### config.mk
export PLATFORM = sky130hd
export DESIGN_NAME = dop_stream_decoder
export DESIGN_NICKNAME = d
export VERILOG_FILES = /design/src/include/dop_pkg.sv /design/src/include/dop_buf_if.sv /design/src/verilog/dop_sample_buf.sv /design/src/verilog/dop_stream_decoder.sv
export VERILOG_INCLUDE_DIRS = /design/src /design/src/include
export SDC_FILE = /design/constraint.sdc
export NUM_CORES = 1
export LEC_CHECK = 0
export BUFFER_PORTS_ARGS = -buffer_cell sky130_fd_sc_hd__buf_4
export CORE_ASPECT_RATIO = 0.9
export CORE_MARGIN = 5
export CORE_UTILIZATION = 40
export DETAILED_ROUTE_END_ITERATION = 7
export PLACE_DENSITY_LB_ADDON = 0.08
export SLEW_MARGIN = 20
export SYNTH_ARGS = -nofsm -noshare
export SYNTH_HDL_FRONTEND = slang
export SYNTH_SLANG_ARGS = --single-unit
### constraint.sdc
create_clock -name clk -period 9.93 [get_ports clk]
set_input_delay 0 -clock clk [delete_from_list [all_inputs] [get_ports clk]]
set_output_delay 0 -clock clk [all_outputs]
set_load 0.03 [all_outputs]
### src/include/dop_regs.svh
// constants for the dsd-over-pcm stream decoder
`ifndef DOP_REGS_SVH
`define DOP_REGS_SVH

// marker codes carried in the top byte of each 24-bit word
`define DOP_MARK_A 8'h05
`define DOP_MARK_B 8'hFA
`define DOP_MARK_MSB 23
`define DOP_MARK_LSB 16
`define DOP_PAY_MSB 15
`define DOP_PAY_W 16
// run of marked words needed before switching into dsd
`define DOP_RUN_LEN 5'h10
`define DOP_RUN_W 5
// buffer geometry and pacing threshold
`define DOP_BUF_DEPTH 16
`define DOP_BUF_AW 4
`define DOP_BUF_LOW 5'h08
// pcm word length limits in bits
`define DOP_WLEN_MIN 6'h10
`define DOP_WLEN_MAX 6'h20
// rate limits in kHz
`define DOP_RATE_MIN 9'h020
`define DOP_RATE_MAX 9'h180
// base dsd rate and carrier frame rate in Hz
`define DOP_DSD_BASE_HZ 2822400
`define DOP_DSD_FRAME_HZ 176400
`define DOP_FAM_44K1 1'b0
`define DOP_FAM_48K 1'b1

`endif

### src/include/dop_pkg.sv
// types shared by the decoder modules
`default_nettype none
package dop_pkg;
    typedef enum logic [1:0] {
        DOP_PCM_ST = 2'b01,
        DOP_DSD_ST = 2'b10
    } dop_mode_type;
endpackage : dop_pkg
`default_nettype wire

### src/include/dop_buf_if.sv
// interface between the decoder core and its sample buffer
`default_nettype none
interface dop_buf_if;
    logic wr_valid;
    logic wr_ready;
    logic [31:0] wr_data;
    logic rd_valid;
    logic rd_ready;
    logic [31:0] rd_data;
    logic [4:0] level;
    modport src (output wr_valid, output wr_data, input wr_ready,
                 output rd_ready, input rd_valid, input rd_data, input level);
    modport buf_side (input wr_valid, input wr_data, output wr_ready,
                      input rd_ready, output rd_valid, output rd_data, output level);
endinterface : dop_buf_if
`default_nettype wire

### src/verilog/dop_sample_buf.sv
// flip-flop sample buffer between usb arrival and playback
`include "dop_regs.svh"
`default_nettype none
module dop_sample_buf
    import dop_pkg::*;
(
    input wire logic clk,
    input wire logic sys_rst,
    dop_buf_if.buf_side bus
);
    logic [31:0] mem_ff [`DOP_BUF_DEPTH];
    logic [`DOP_BUF_AW-1:0] wp_ff;
    logic [`DOP_BUF_AW-1:0] nxt_wp;
    logic [`DOP_BUF_AW-1:0] rp_ff;
    logic [`DOP_BUF_AW-1:0] nxt_rp;
    logic [4:0] cnt_ff;
    logic [4:0] nxt_cnt;
    logic do_wr;
    logic do_rd;

    // honest full and empty from the fill count
    assign bus.wr_ready = (cnt_ff != 5'(`DOP_BUF_DEPTH));
    assign bus.rd_valid = (cnt_ff != 5'h00);
    assign bus.rd_data = mem_ff[rp_ff];
    assign bus.level = cnt_ff;
    assign do_wr = bus.wr_valid && bus.wr_ready;
    assign do_rd = bus.rd_ready && bus.rd_valid;

    // pointer and count next state
    always_comb begin
        nxt_wp = do_wr ? wp_ff + 4'h1 : wp_ff;
        nxt_rp = do_rd ? rp_ff + 4'h1 : rp_ff;
        nxt_cnt = cnt_ff;
        if (do_wr && !do_rd) begin
            nxt_cnt = cnt_ff + 5'h01;
        end else if (do_rd && !do_wr) begin
            nxt_cnt = cnt_ff - 5'h01;
        end
    end

    // storage is written in place; no reset needed for data
    always_ff @(posedge clk) begin
        if (sys_rst) begin
            wp_ff <= '0;
            rp_ff <= '0;
            cnt_ff <= '0;
        end else begin
            wp_ff <= nxt_wp;
            rp_ff <= nxt_rp;
            cnt_ff <= nxt_cnt;
        end
        if (do_wr) begin
            mem_ff[wp_ff] <= bus.wr_data;
        end
    end
endmodule : dop_sample_buf
`default_nettype wire

### src/verilog/dop_stream_decoder.sv
// dsd-over-pcm stream decoder: buffering, pacing, marker check, output flags
//
// Behaviour
// - marked word: top byte alternates two codes
// - unbroken marked run switches into dsd
// - dsd mode outputs low 16 payload bits
// - failed marker check returns to pcm
// - base dsd carried at 176.4k, 16 bits
// - pcm rates 32 to 384 kHz accepted
// - pcm word lengths 16 to 32 bits
// - device sets timing, host follows requests
// - buffer paced so it never overflows
// - bad packets dropped, never resent
// - master clock from one of two oscillators
// - format flag low pcm, high dsd
// - mute low while stream not valid
// - rate family low 44.1k, high 48k
`include "dop_regs.svh"
`default_nettype none
module dop_stream_decoder
    import dop_pkg::*;
(
    input wire logic clk,
    input wire logic sys_rst,
    input wire logic dop_enable,
    input wire logic [8:0] rate_khz,
    input wire logic rate_family_sel,
    input wire logic [5:0] word_len,
    input wire logic in_valid,
    input wire logic [31:0] in_data,
    input wire logic in_crc_ok,
    input wire logic out_take,
    output logic host_req_ff,
    output logic out_valid_ff,
    output logic [31:0] out_data_ff,
    output logic stream_format_flag,
    output logic mute_n_ff,
    output logic rate_family_flag,
    output logic osc_sel_ff,
    output logic fmt_err_ff,
    output logic drop_pulse_ff
);
    // ------------------------------------------------------------
    // input synchronisers for the asynchronous mode pins
    // ------------------------------------------------------------
    logic en_s1_ff;
    logic en_s2_ff;
    logic fam_s1_ff;
    logic fam_s2_ff;

    always_ff @(posedge clk) begin
        if (sys_rst) begin
            en_s1_ff <= 1'b0;
            en_s2_ff <= 1'b0;
            fam_s1_ff <= 1'b0;
            fam_s2_ff <= 1'b0;
        end else begin
            en_s1_ff <= dop_enable;
            en_s2_ff <= en_s1_ff;
            fam_s1_ff <= rate_family_sel;
            fam_s2_ff <= fam_s1_ff;
        end
    end

    // ------------------------------------------------------------
    // helpers
    // ------------------------------------------------------------
    function automatic logic dop_mark_ok(input logic [31:0] w, input logic want_b);
        logic [7:0] mk;
        mk = w[`DOP_MARK_MSB:`DOP_MARK_LSB];
        dop_mark_ok = want_b ? (mk == `DOP_MARK_B) : (mk == `DOP_MARK_A);
    endfunction : dop_mark_ok

    function automatic logic dop_fmt_ok(input logic [8:0] r, input logic [5:0] l);
        dop_fmt_ok = (r >= `DOP_RATE_MIN) && (r <= `DOP_RATE_MAX) &&
                     (l >= `DOP_WLEN_MIN) && (l <= `DOP_WLEN_MAX);
    endfunction : dop_fmt_ok

    // dsd words keep only the payload; the marker byte never reaches the output
    function automatic logic [31:0] dop_payload(input logic [31:0] w);
        dop_payload = {16'h0000, w[`DOP_PAY_MSB:0]};
    endfunction : dop_payload

    // ------------------------------------------------------------
    // arrival: error check, format check, buffer write
    // ------------------------------------------------------------
    dop_buf_if bus ();

    dop_sample_buf u_buf (
        .clk(clk),
        .sys_rst(sys_rst),
        .bus(bus)
    );

    logic fmt_ok;
    logic nxt_drop;
    logic nxt_fmt_err;
    logic nxt_req;

    assign fmt_ok = dop_fmt_ok(rate_khz, word_len);
    // corrupt data dropped
    // a failing check only discards the word; nothing asks for it again
    assign bus.wr_valid = in_valid && in_crc_ok && fmt_ok;
    assign bus.wr_data = in_data;

    always_comb begin
        nxt_drop = in_valid && !in_crc_ok;
        nxt_fmt_err = !fmt_ok;
        nxt_req = (bus.level < `DOP_BUF_LOW);
    end

    always_ff @(posedge clk) begin
        if (sys_rst) begin
            drop_pulse_ff <= 1'b0;
            fmt_err_ff <= 1'b0;
            host_req_ff <= 1'b0;
        end else begin
            drop_pulse_ff <= nxt_drop;
            fmt_err_ff <= nxt_fmt_err;
            host_req_ff <= nxt_req;
        end
    end

    // ------------------------------------------------------------
    // playback side: marker tracking and mode machine
    // ------------------------------------------------------------
    dop_mode_type mode_ff;
    dop_mode_type nxt_mode;
    logic [`DOP_RUN_W-1:0] run_ff;
    logic [`DOP_RUN_W-1:0] nxt_run;
    logic want_b_ff;
    logic nxt_want_b;
    logic [31:0] nxt_out_data;
    logic nxt_out_valid;
    logic nxt_mute_n;
    logic pop;
    logic mk_hit;
    logic mk_any;
    logic [7:0] mk_byte;

    // only pop when the output slot is free or being taken
    assign pop = bus.rd_valid && (!out_valid_ff || out_take);
    assign bus.rd_ready = pop;
    assign mk_byte = bus.rd_data[`DOP_MARK_MSB:`DOP_MARK_LSB];
    assign mk_hit = dop_mark_ok(bus.rd_data, want_b_ff);
    assign mk_any = (mk_byte == `DOP_MARK_A) || (mk_byte == `DOP_MARK_B);

    always_comb begin
        nxt_mode = mode_ff;
        nxt_run = run_ff;
        nxt_want_b = want_b_ff;
        nxt_out_data = out_data_ff;
        nxt_out_valid = out_valid_ff && !out_take;
        if (pop) begin
            nxt_out_valid = 1'b1;
            unique case (mode_ff)
                DOP_PCM_ST: begin
                    nxt_out_data = bus.rd_data;
                    if (!en_s2_ff || !mk_any) begin
                        nxt_run = '0;
                    end else if (run_ff == '0 || mk_hit) begin
                        // a run may start on either code; expect the other next
                        nxt_run = run_ff + `DOP_RUN_W'(1);
                        nxt_want_b = (mk_byte == `DOP_MARK_A);
                    end else begin
                        nxt_run = `DOP_RUN_W'(1);
                        nxt_want_b = (mk_byte == `DOP_MARK_A);
                    end
                    if (en_s2_ff && mk_any && nxt_run == `DOP_RUN_LEN) begin
                        nxt_mode = DOP_DSD_ST;
                        nxt_run = '0;
                        // entry word is dsd
                        // the flag rises with this word, so its marker must go as well
                        nxt_out_data = dop_payload(bus.rd_data);
                    end
                end
                DOP_DSD_ST: begin
                    if (!en_s2_ff || !mk_hit) begin
                        nxt_mode = DOP_PCM_ST;
                        nxt_run = '0;
                        nxt_out_data = bus.rd_data;
                    end else begin
                        // 16 dsd bits per carrier frame
                        nxt_out_data = dop_payload(bus.rd_data);
                        nxt_want_b = !want_b_ff;
                    end
                end
            endcase
        end
        nxt_mute_n = nxt_out_valid || bus.rd_valid;
    end

    always_ff @(posedge clk) begin
        if (sys_rst) begin
            mode_ff <= DOP_PCM_ST;
            run_ff <= '0;
            want_b_ff <= 1'b0;
            out_data_ff <= '0;
            out_valid_ff <= 1'b0;
            mute_n_ff <= 1'b0;
        end else begin
            mode_ff <= nxt_mode;
            run_ff <= nxt_run;
            want_b_ff <= nxt_want_b;
            out_data_ff <= nxt_out_data;
            out_valid_ff <= nxt_out_valid;
            mute_n_ff <= nxt_mute_n;
        end
    end

    // ------------------------------------------------------------
    // flags and oscillator select
    // ------------------------------------------------------------
    logic fmt_flag_ff;
    logic fam_flag_ff;

    always_ff @(posedge clk) begin
        if (sys_rst) begin
            fmt_flag_ff <= 1'b0;
            fam_flag_ff <= `DOP_FAM_44K1;
            osc_sel_ff <= `DOP_FAM_44K1;
        end else begin
            fmt_flag_ff <= (nxt_mode == DOP_DSD_ST);
            fam_flag_ff <= fam_s2_ff;
            osc_sel_ff <= fam_s2_ff;
        end
    end

    assign stream_format_flag = fmt_flag_ff;
    assign rate_family_flag = fam_flag_ff;

    // ------------------------------------------------------------
    // checks
    // ------------------------------------------------------------
    format_flag_a: assert property (@(posedge clk) disable iff (sys_rst)
        stream_format_flag == (mode_ff == DOP_DSD_ST))
        else $error("format flag disagrees with mode");
    dsd_payload_a: assert property (@(posedge clk) disable iff (sys_rst)
        (pop && mode_ff == DOP_DSD_ST && mk_hit && en_s2_ff) |=>
            out_data_ff[31:16] == 16'h0000 && out_data_ff[15:0] == $past(bus.rd_data[15:0]))
        else $error("dsd payload not taken from low bits");
    bad_mark_a: assert property (@(posedge clk) disable iff (sys_rst)
        (pop && mode_ff == DOP_DSD_ST && !mk_hit) |=> mode_ff == DOP_PCM_ST)
        else $error("dsd kept after wrong marker");
    pcm_return_a: assert property (@(posedge clk) disable iff (sys_rst)
        (mode_ff == DOP_DSD_ST && !en_s2_ff && pop) |=> stream_format_flag == 1'b0)
        else $error("no return to pcm when disabled");
    dsd_entry_a: assert property (@(posedge clk) disable iff (sys_rst)
        $rose(mode_ff == DOP_DSD_ST) |-> $past(run_ff) == `DOP_RUN_LEN - 5'h01)
        else $error("dsd entered without full run");
    host_pace_a: assert property (@(posedge clk) disable iff (sys_rst)
        (bus.level < `DOP_BUF_LOW) |=> host_req_ff)
        else $error("host not asked while buffer low");
    mute_out_a: assert property (@(posedge clk) disable iff (sys_rst)
        (!out_valid_ff && !bus.rd_valid) |=> !mute_n_ff)
        else $error("mute not driven from stream validity");
    crc_drop_a: assert property (@(posedge clk) disable iff (sys_rst)
        (in_valid && !in_crc_ok) |-> !bus.wr_valid ##1 drop_pulse_ff)
        else $error("corrupt word not dropped");
    fam_flag_a: assert property (@(posedge clk) disable iff (sys_rst)
        ##3 rate_family_flag == $past(rate_family_sel, 3))
        else $error("family flag lags wrong");
    fmt_range_a: assert property (@(posedge clk) disable iff (sys_rst)
        (rate_khz > `DOP_RATE_MAX || word_len < `DOP_WLEN_MIN) |-> !bus.wr_valid ##1 fmt_err_ff)
        else $error("out of range format accepted");
    len_range_a: assert property (@(posedge clk) disable iff (sys_rst)
        (word_len > `DOP_WLEN_MAX || rate_khz < `DOP_RATE_MIN) |-> !bus.wr_valid ##1 fmt_err_ff)
        else $error("over-long word or slow rate accepted");
    dsd_first_a: assert property (@(posedge clk) disable iff (sys_rst)
        (pop && mode_ff == DOP_PCM_ST && nxt_mode == DOP_DSD_ST) |=>
            stream_format_flag && out_data_ff[31:16] == 16'h0000)
        else $error("dsd entry word kept its marker");
    pcm_pass_a: assert property (@(posedge clk) disable iff (sys_rst)
        (pop && mode_ff == DOP_PCM_ST && nxt_mode == DOP_PCM_ST) |=>
            !stream_format_flag && out_data_ff == $past(bus.rd_data))
        else $error("pcm word altered");
    want_flip_a: assert property (@(posedge clk) disable iff (sys_rst)
        (pop && mode_ff == DOP_DSD_ST && mk_hit && en_s2_ff) |=> want_b_ff != $past(want_b_ff))
        else $error("expected marker did not alternate");
    run_cap_a: assert property (@(posedge clk) disable iff (sys_rst)
        (mode_ff == DOP_PCM_ST) |-> run_ff < `DOP_RUN_LEN)
        else $error("full run seen without entering dsd");
    mute_valid_a: assert property (@(posedge clk) disable iff (sys_rst)
        out_valid_ff |-> mute_n_ff)
        else $error("muted while a word is presented");
    buf_room_a: assert property (@(posedge clk) disable iff (sys_rst)
        bus.wr_valid |-> bus.wr_ready)
        else $error("paced host still found the buffer full");
    osc_family_a: assert property (@(posedge clk) disable iff (sys_rst)
        osc_sel_ff == rate_family_flag)
        else $error("oscillator does not match rate family");
endmodule : dop_stream_decoder
`default_nettype wire

==> impl_metrics.csv <==
group,metric,value,unit
global_routing,grt_first_pass_wirelength,77.1,mm
global_routing,met1_usage,0.251,
clocking,cts-buffers-inserted,59,
yosys,synth_xor_area_frac,0.00474,
routing,num_vias,10800,
yosys,synth_edf_count,512,
worst_setup_path,required,10.43,ns
clocking,clock_latency,0.61,ns
pwr,ir_worst_vdd,130,uV
yosys,ys_top_cells_by_area,"edfxtp_1 (69%), mux4_2 (14%), dfxtp_1 (6.0%)",
yosys,synthArstFlopShare,0,
clocking,cts_htree_levels,2,
hold_path,worstHoldPathType,"primary input to flop",
global_routing,grt.overflow.total,0,
yosys,synth_seq_cells,579,
yosys,ys_warn_count,0,
yosys,seq_area_frac_synth,0.754,
routing,dr.first_iter.drc_count,874,
routing,detail-route-antenna-nets,0,
finish,syn2layout_area_growth,17.7,%
outcome,status,"finished clean",
yosys,synth_common_cells,"edfxtp_1 (512), mux4_2 (142), dfxtp_1 (67)",
routing,routed_wl,52.7,mm
finish,fillers,4527,
yosys,synth_top_family_by_area,"multiplexers",
yosys,synth.mux.area_fraction,0.156,
sta,rsz0062_at_grt,"false",
yosys,synth.most_common_cell,"edfxtp_1",
pwr,power_density,243,nW/um^2
worst_setup_path,worstSetupEndpointType,"flop",
pwr,p_seq_frac,0.454,
clocking,clock_tree.buffer_depth,3,
die,coreArea,54600,um^2
worst_setup_path,critPathMaxStageDelay,0.76,ns
finish,antenna_cells,0,
yosys,syn_nets,1138,
sta,fin_crit,4.75,ns
place,place_congestion,0.766,
clocking,path_clk_slew,0.06,ns
place,portBuffers,93,
routing,vias_per_cell,5.43,
global_routing,grt-busiest-layer,"met2",
pwr,p_leak,8.40,nW
yosys,synth_fa_ha_area_frac,0.00711,
die,die_w,258,um
place,dpl_cell_area,23800,um^2
sta,fmax,0.210,GHz
die,dieArea,60200,um^2
sta,tightest_slew,1.03,ns
clocking,postCtsSetupBuffers,0,
yosys,yosysTopAreaCell,"edfxtp_1",
routing,drcViolationCount,0,
yosys,synth.top_cell.area_share,0.693,
yosys,synth_compound_area_frac,0.0287,
sta,hold_viol_final,0,
die,io_pins,94,
sta,finalCritPeriodShare,0.479,
die,rows,81,
sta,tns,0,ns
pwr,p_int,4.60,mW
sta,finalSetupViolCount,0,
global_routing,use_met3,0.0282,
worst_setup_path,worstPathArrival,5.25,ns
clocking,cts_resized,0,
global_routing,track_usage,0.175,
global_routing,grt_pass1_vias,11300,
yosys,netlist_area,22200,um^2
yosys,ys.flop_type,"edfxtp_1",
finish,drive_gt1_frac,0.302,
pwr,switching_power,1.73,mW
clocking,cts_hold_buf,45,
hold_path,hold_depth,5,
routing,routedWlPerCell,26.4,um
yosys,avgSynthCellArea,20.7,um^2
sta,relSlewSlack,0.317,
worst_setup_path,cpMaxStageDelayCell,"dfxtp_4",
yosys,postSynthCellCount,1072,
yosys,synthSimpleGateAreaFrac,0.0341,
die,initial_core_util,0.406,
finish,nets,1308,
global_routing,grt_max_degree,58,
pwr,combPwrFrac,0.207,
global_routing,antenna_found_initial,1,
clocking,cts_tree,"yes",
pwr,pwr-share-clk,0.338,
clocking,clock_sink_count,579,
global_routing,met2_usage,0.285,
worst_setup_path,startpoint_type,"flop",
worst_setup_path,path_max_fanout,38,
pwr,p_sw_frac,0.273,
finish,design_area,26100,um^2
yosys,yosys.cell_types.count,63,
die,die_h,233,um
place,hpwl,25.8,mm
flow_run,cap_violations,0,
routing,drtPass1Iterations,5,
clocking,cts-root-buf,"clkbuf_16",
worst_setup_path,critical_path_class,"flop to flop",
worst_setup_path,r2r_cells,11,
sta,drv_slew,0,
sta,fin_worst_skew,0.0161,ns
worst_setup_path,crit_path_cell_trace,"buf_4 > mux4_1 > a22o_1 > a221oi_2 > nand2_1 > nor4_2 > a22oi_1 > o21ai_1 > nor3_2 > buf_4 > a22o_1",
==> layout make-up <==
class                      instances  area, um^2  share of cell area
clock buffer                      78        1630              0.0625
clock inverter                    33         245             0.00940
inverter                          10        37.5             0.00144
multi-input combinational        429        5240               0.201
sequential                       579       16700               0.641
tap                              705         882              0.0338
timing repair buffer             163        1340              0.0512
==> per-stage QoR <==
| stage | util | hold slack [ns] | instances | setup slack [ns] | power [mW] |
|---|---|---|---|---|---|
| floorplan | - | 0.0761 | 1072 | 5.66 | 3.84 |
| global placement | 0.435 | 0.179 | 1841 | 5.18 | 4.25 |
| detailed placement | 0.435 | 0.181 | 1841 | 5.12 | 4.26 |
| CTS | 0.478 | 0.0660 | 1997 | 5.12 | 6.43 |
| global route | 0.478 | 0.156 | 1997 | 4.77 | 6.62 |
| finish | 0.478 | 0.115 | 1997 | 5.18 | 6.33 |
==> power groups by stage <==
stage          clock network, mW  logic, mW  registers [mW]
6_report                    2.14       1.31            2.88
5_1_grt                     2.31       1.42            2.90
4_1_cts                     2.21       1.34            2.88
3_5_place_dp                   0       1.32            2.93
3_3_place_gp                   0       1.31            2.93
2_1_floorplan                  0      0.893            2.95
==> worst paths after layout <==
kind,start,end,slack (ns)
min reg2reg,fam_s2_ff$_SDFF_PP0_,rate_family_flag$_SDFF_PP0_,0.44
max,flop,out_data_ff[30]$_SDFFE_PP0P_,5.18
max reg2reg,flop,out_data_ff[30]$_SDFFE_PP0P_,5.18
min,rate_khz[8],u_buf.wp_ff[0]$_SDFFE_PP0P_,0.12
==> critical path: cells and delay by family (launching register included) <==
family,cells,cell delay [ns]
AO/OA/AOI/OAI,5,1.38
buffers and inverters,2,0.97
AND/OR/NAND/NOR,3,0.87
flip-flops,1,0.76
multiplexers,1,0.64
==> layout by cell type, fill, tap and decap left out, types with 15 or more instances in the layout <==
| cell | instances |
|---|---|
| edfxtp_1 | 512 |
| mux4_2 | 142 |
| buf_4 | 118 |
| dfxtp_1 | 64 |
| nand2_1 | 61 |
| clkbuf_16 | 61 |
| dlygate4sd3_1 | 45 |
| a21oi_1 | 29 |
| nor2_1 | 23 |
| clkinv_2 | 20 |
| a22o_1 | 15 |
==> routing by layer <==
metal | up-vias | share of wire
met4 | 2 | 0.016
met2 | 232 | 0.48
li1 | 4747 | -
met1 | 5803 | 0.46
met5 | - | 0.00025
met3 | 62 | 0.042
==> flip-flops by register name, indices dropped and copies added, names as in the netlist, 2 cells and up, named ones only <==
name             flops
u_buf.mem_ff       512
out_data_ff         32
run_ff               5
u_buf.bus.level      5
u_buf.rp_ff          4
u_buf.wp_ff          4
mode_ff              2
==> logic make-up (layout without fill, tap and decap cells) <==
family / Yosys count / in the layout
adders and majority gates: 12 / 12
xor gates and xnor gates: 12 / 12
DFF: 579 / 579
AOI/OAI and AO/OA: 91 / 91
muxes: 160 / 160
and+or+nand+nor: 154 / 154
buffers and inverters: 64 / 284
(Power assumes the default switching activity.)
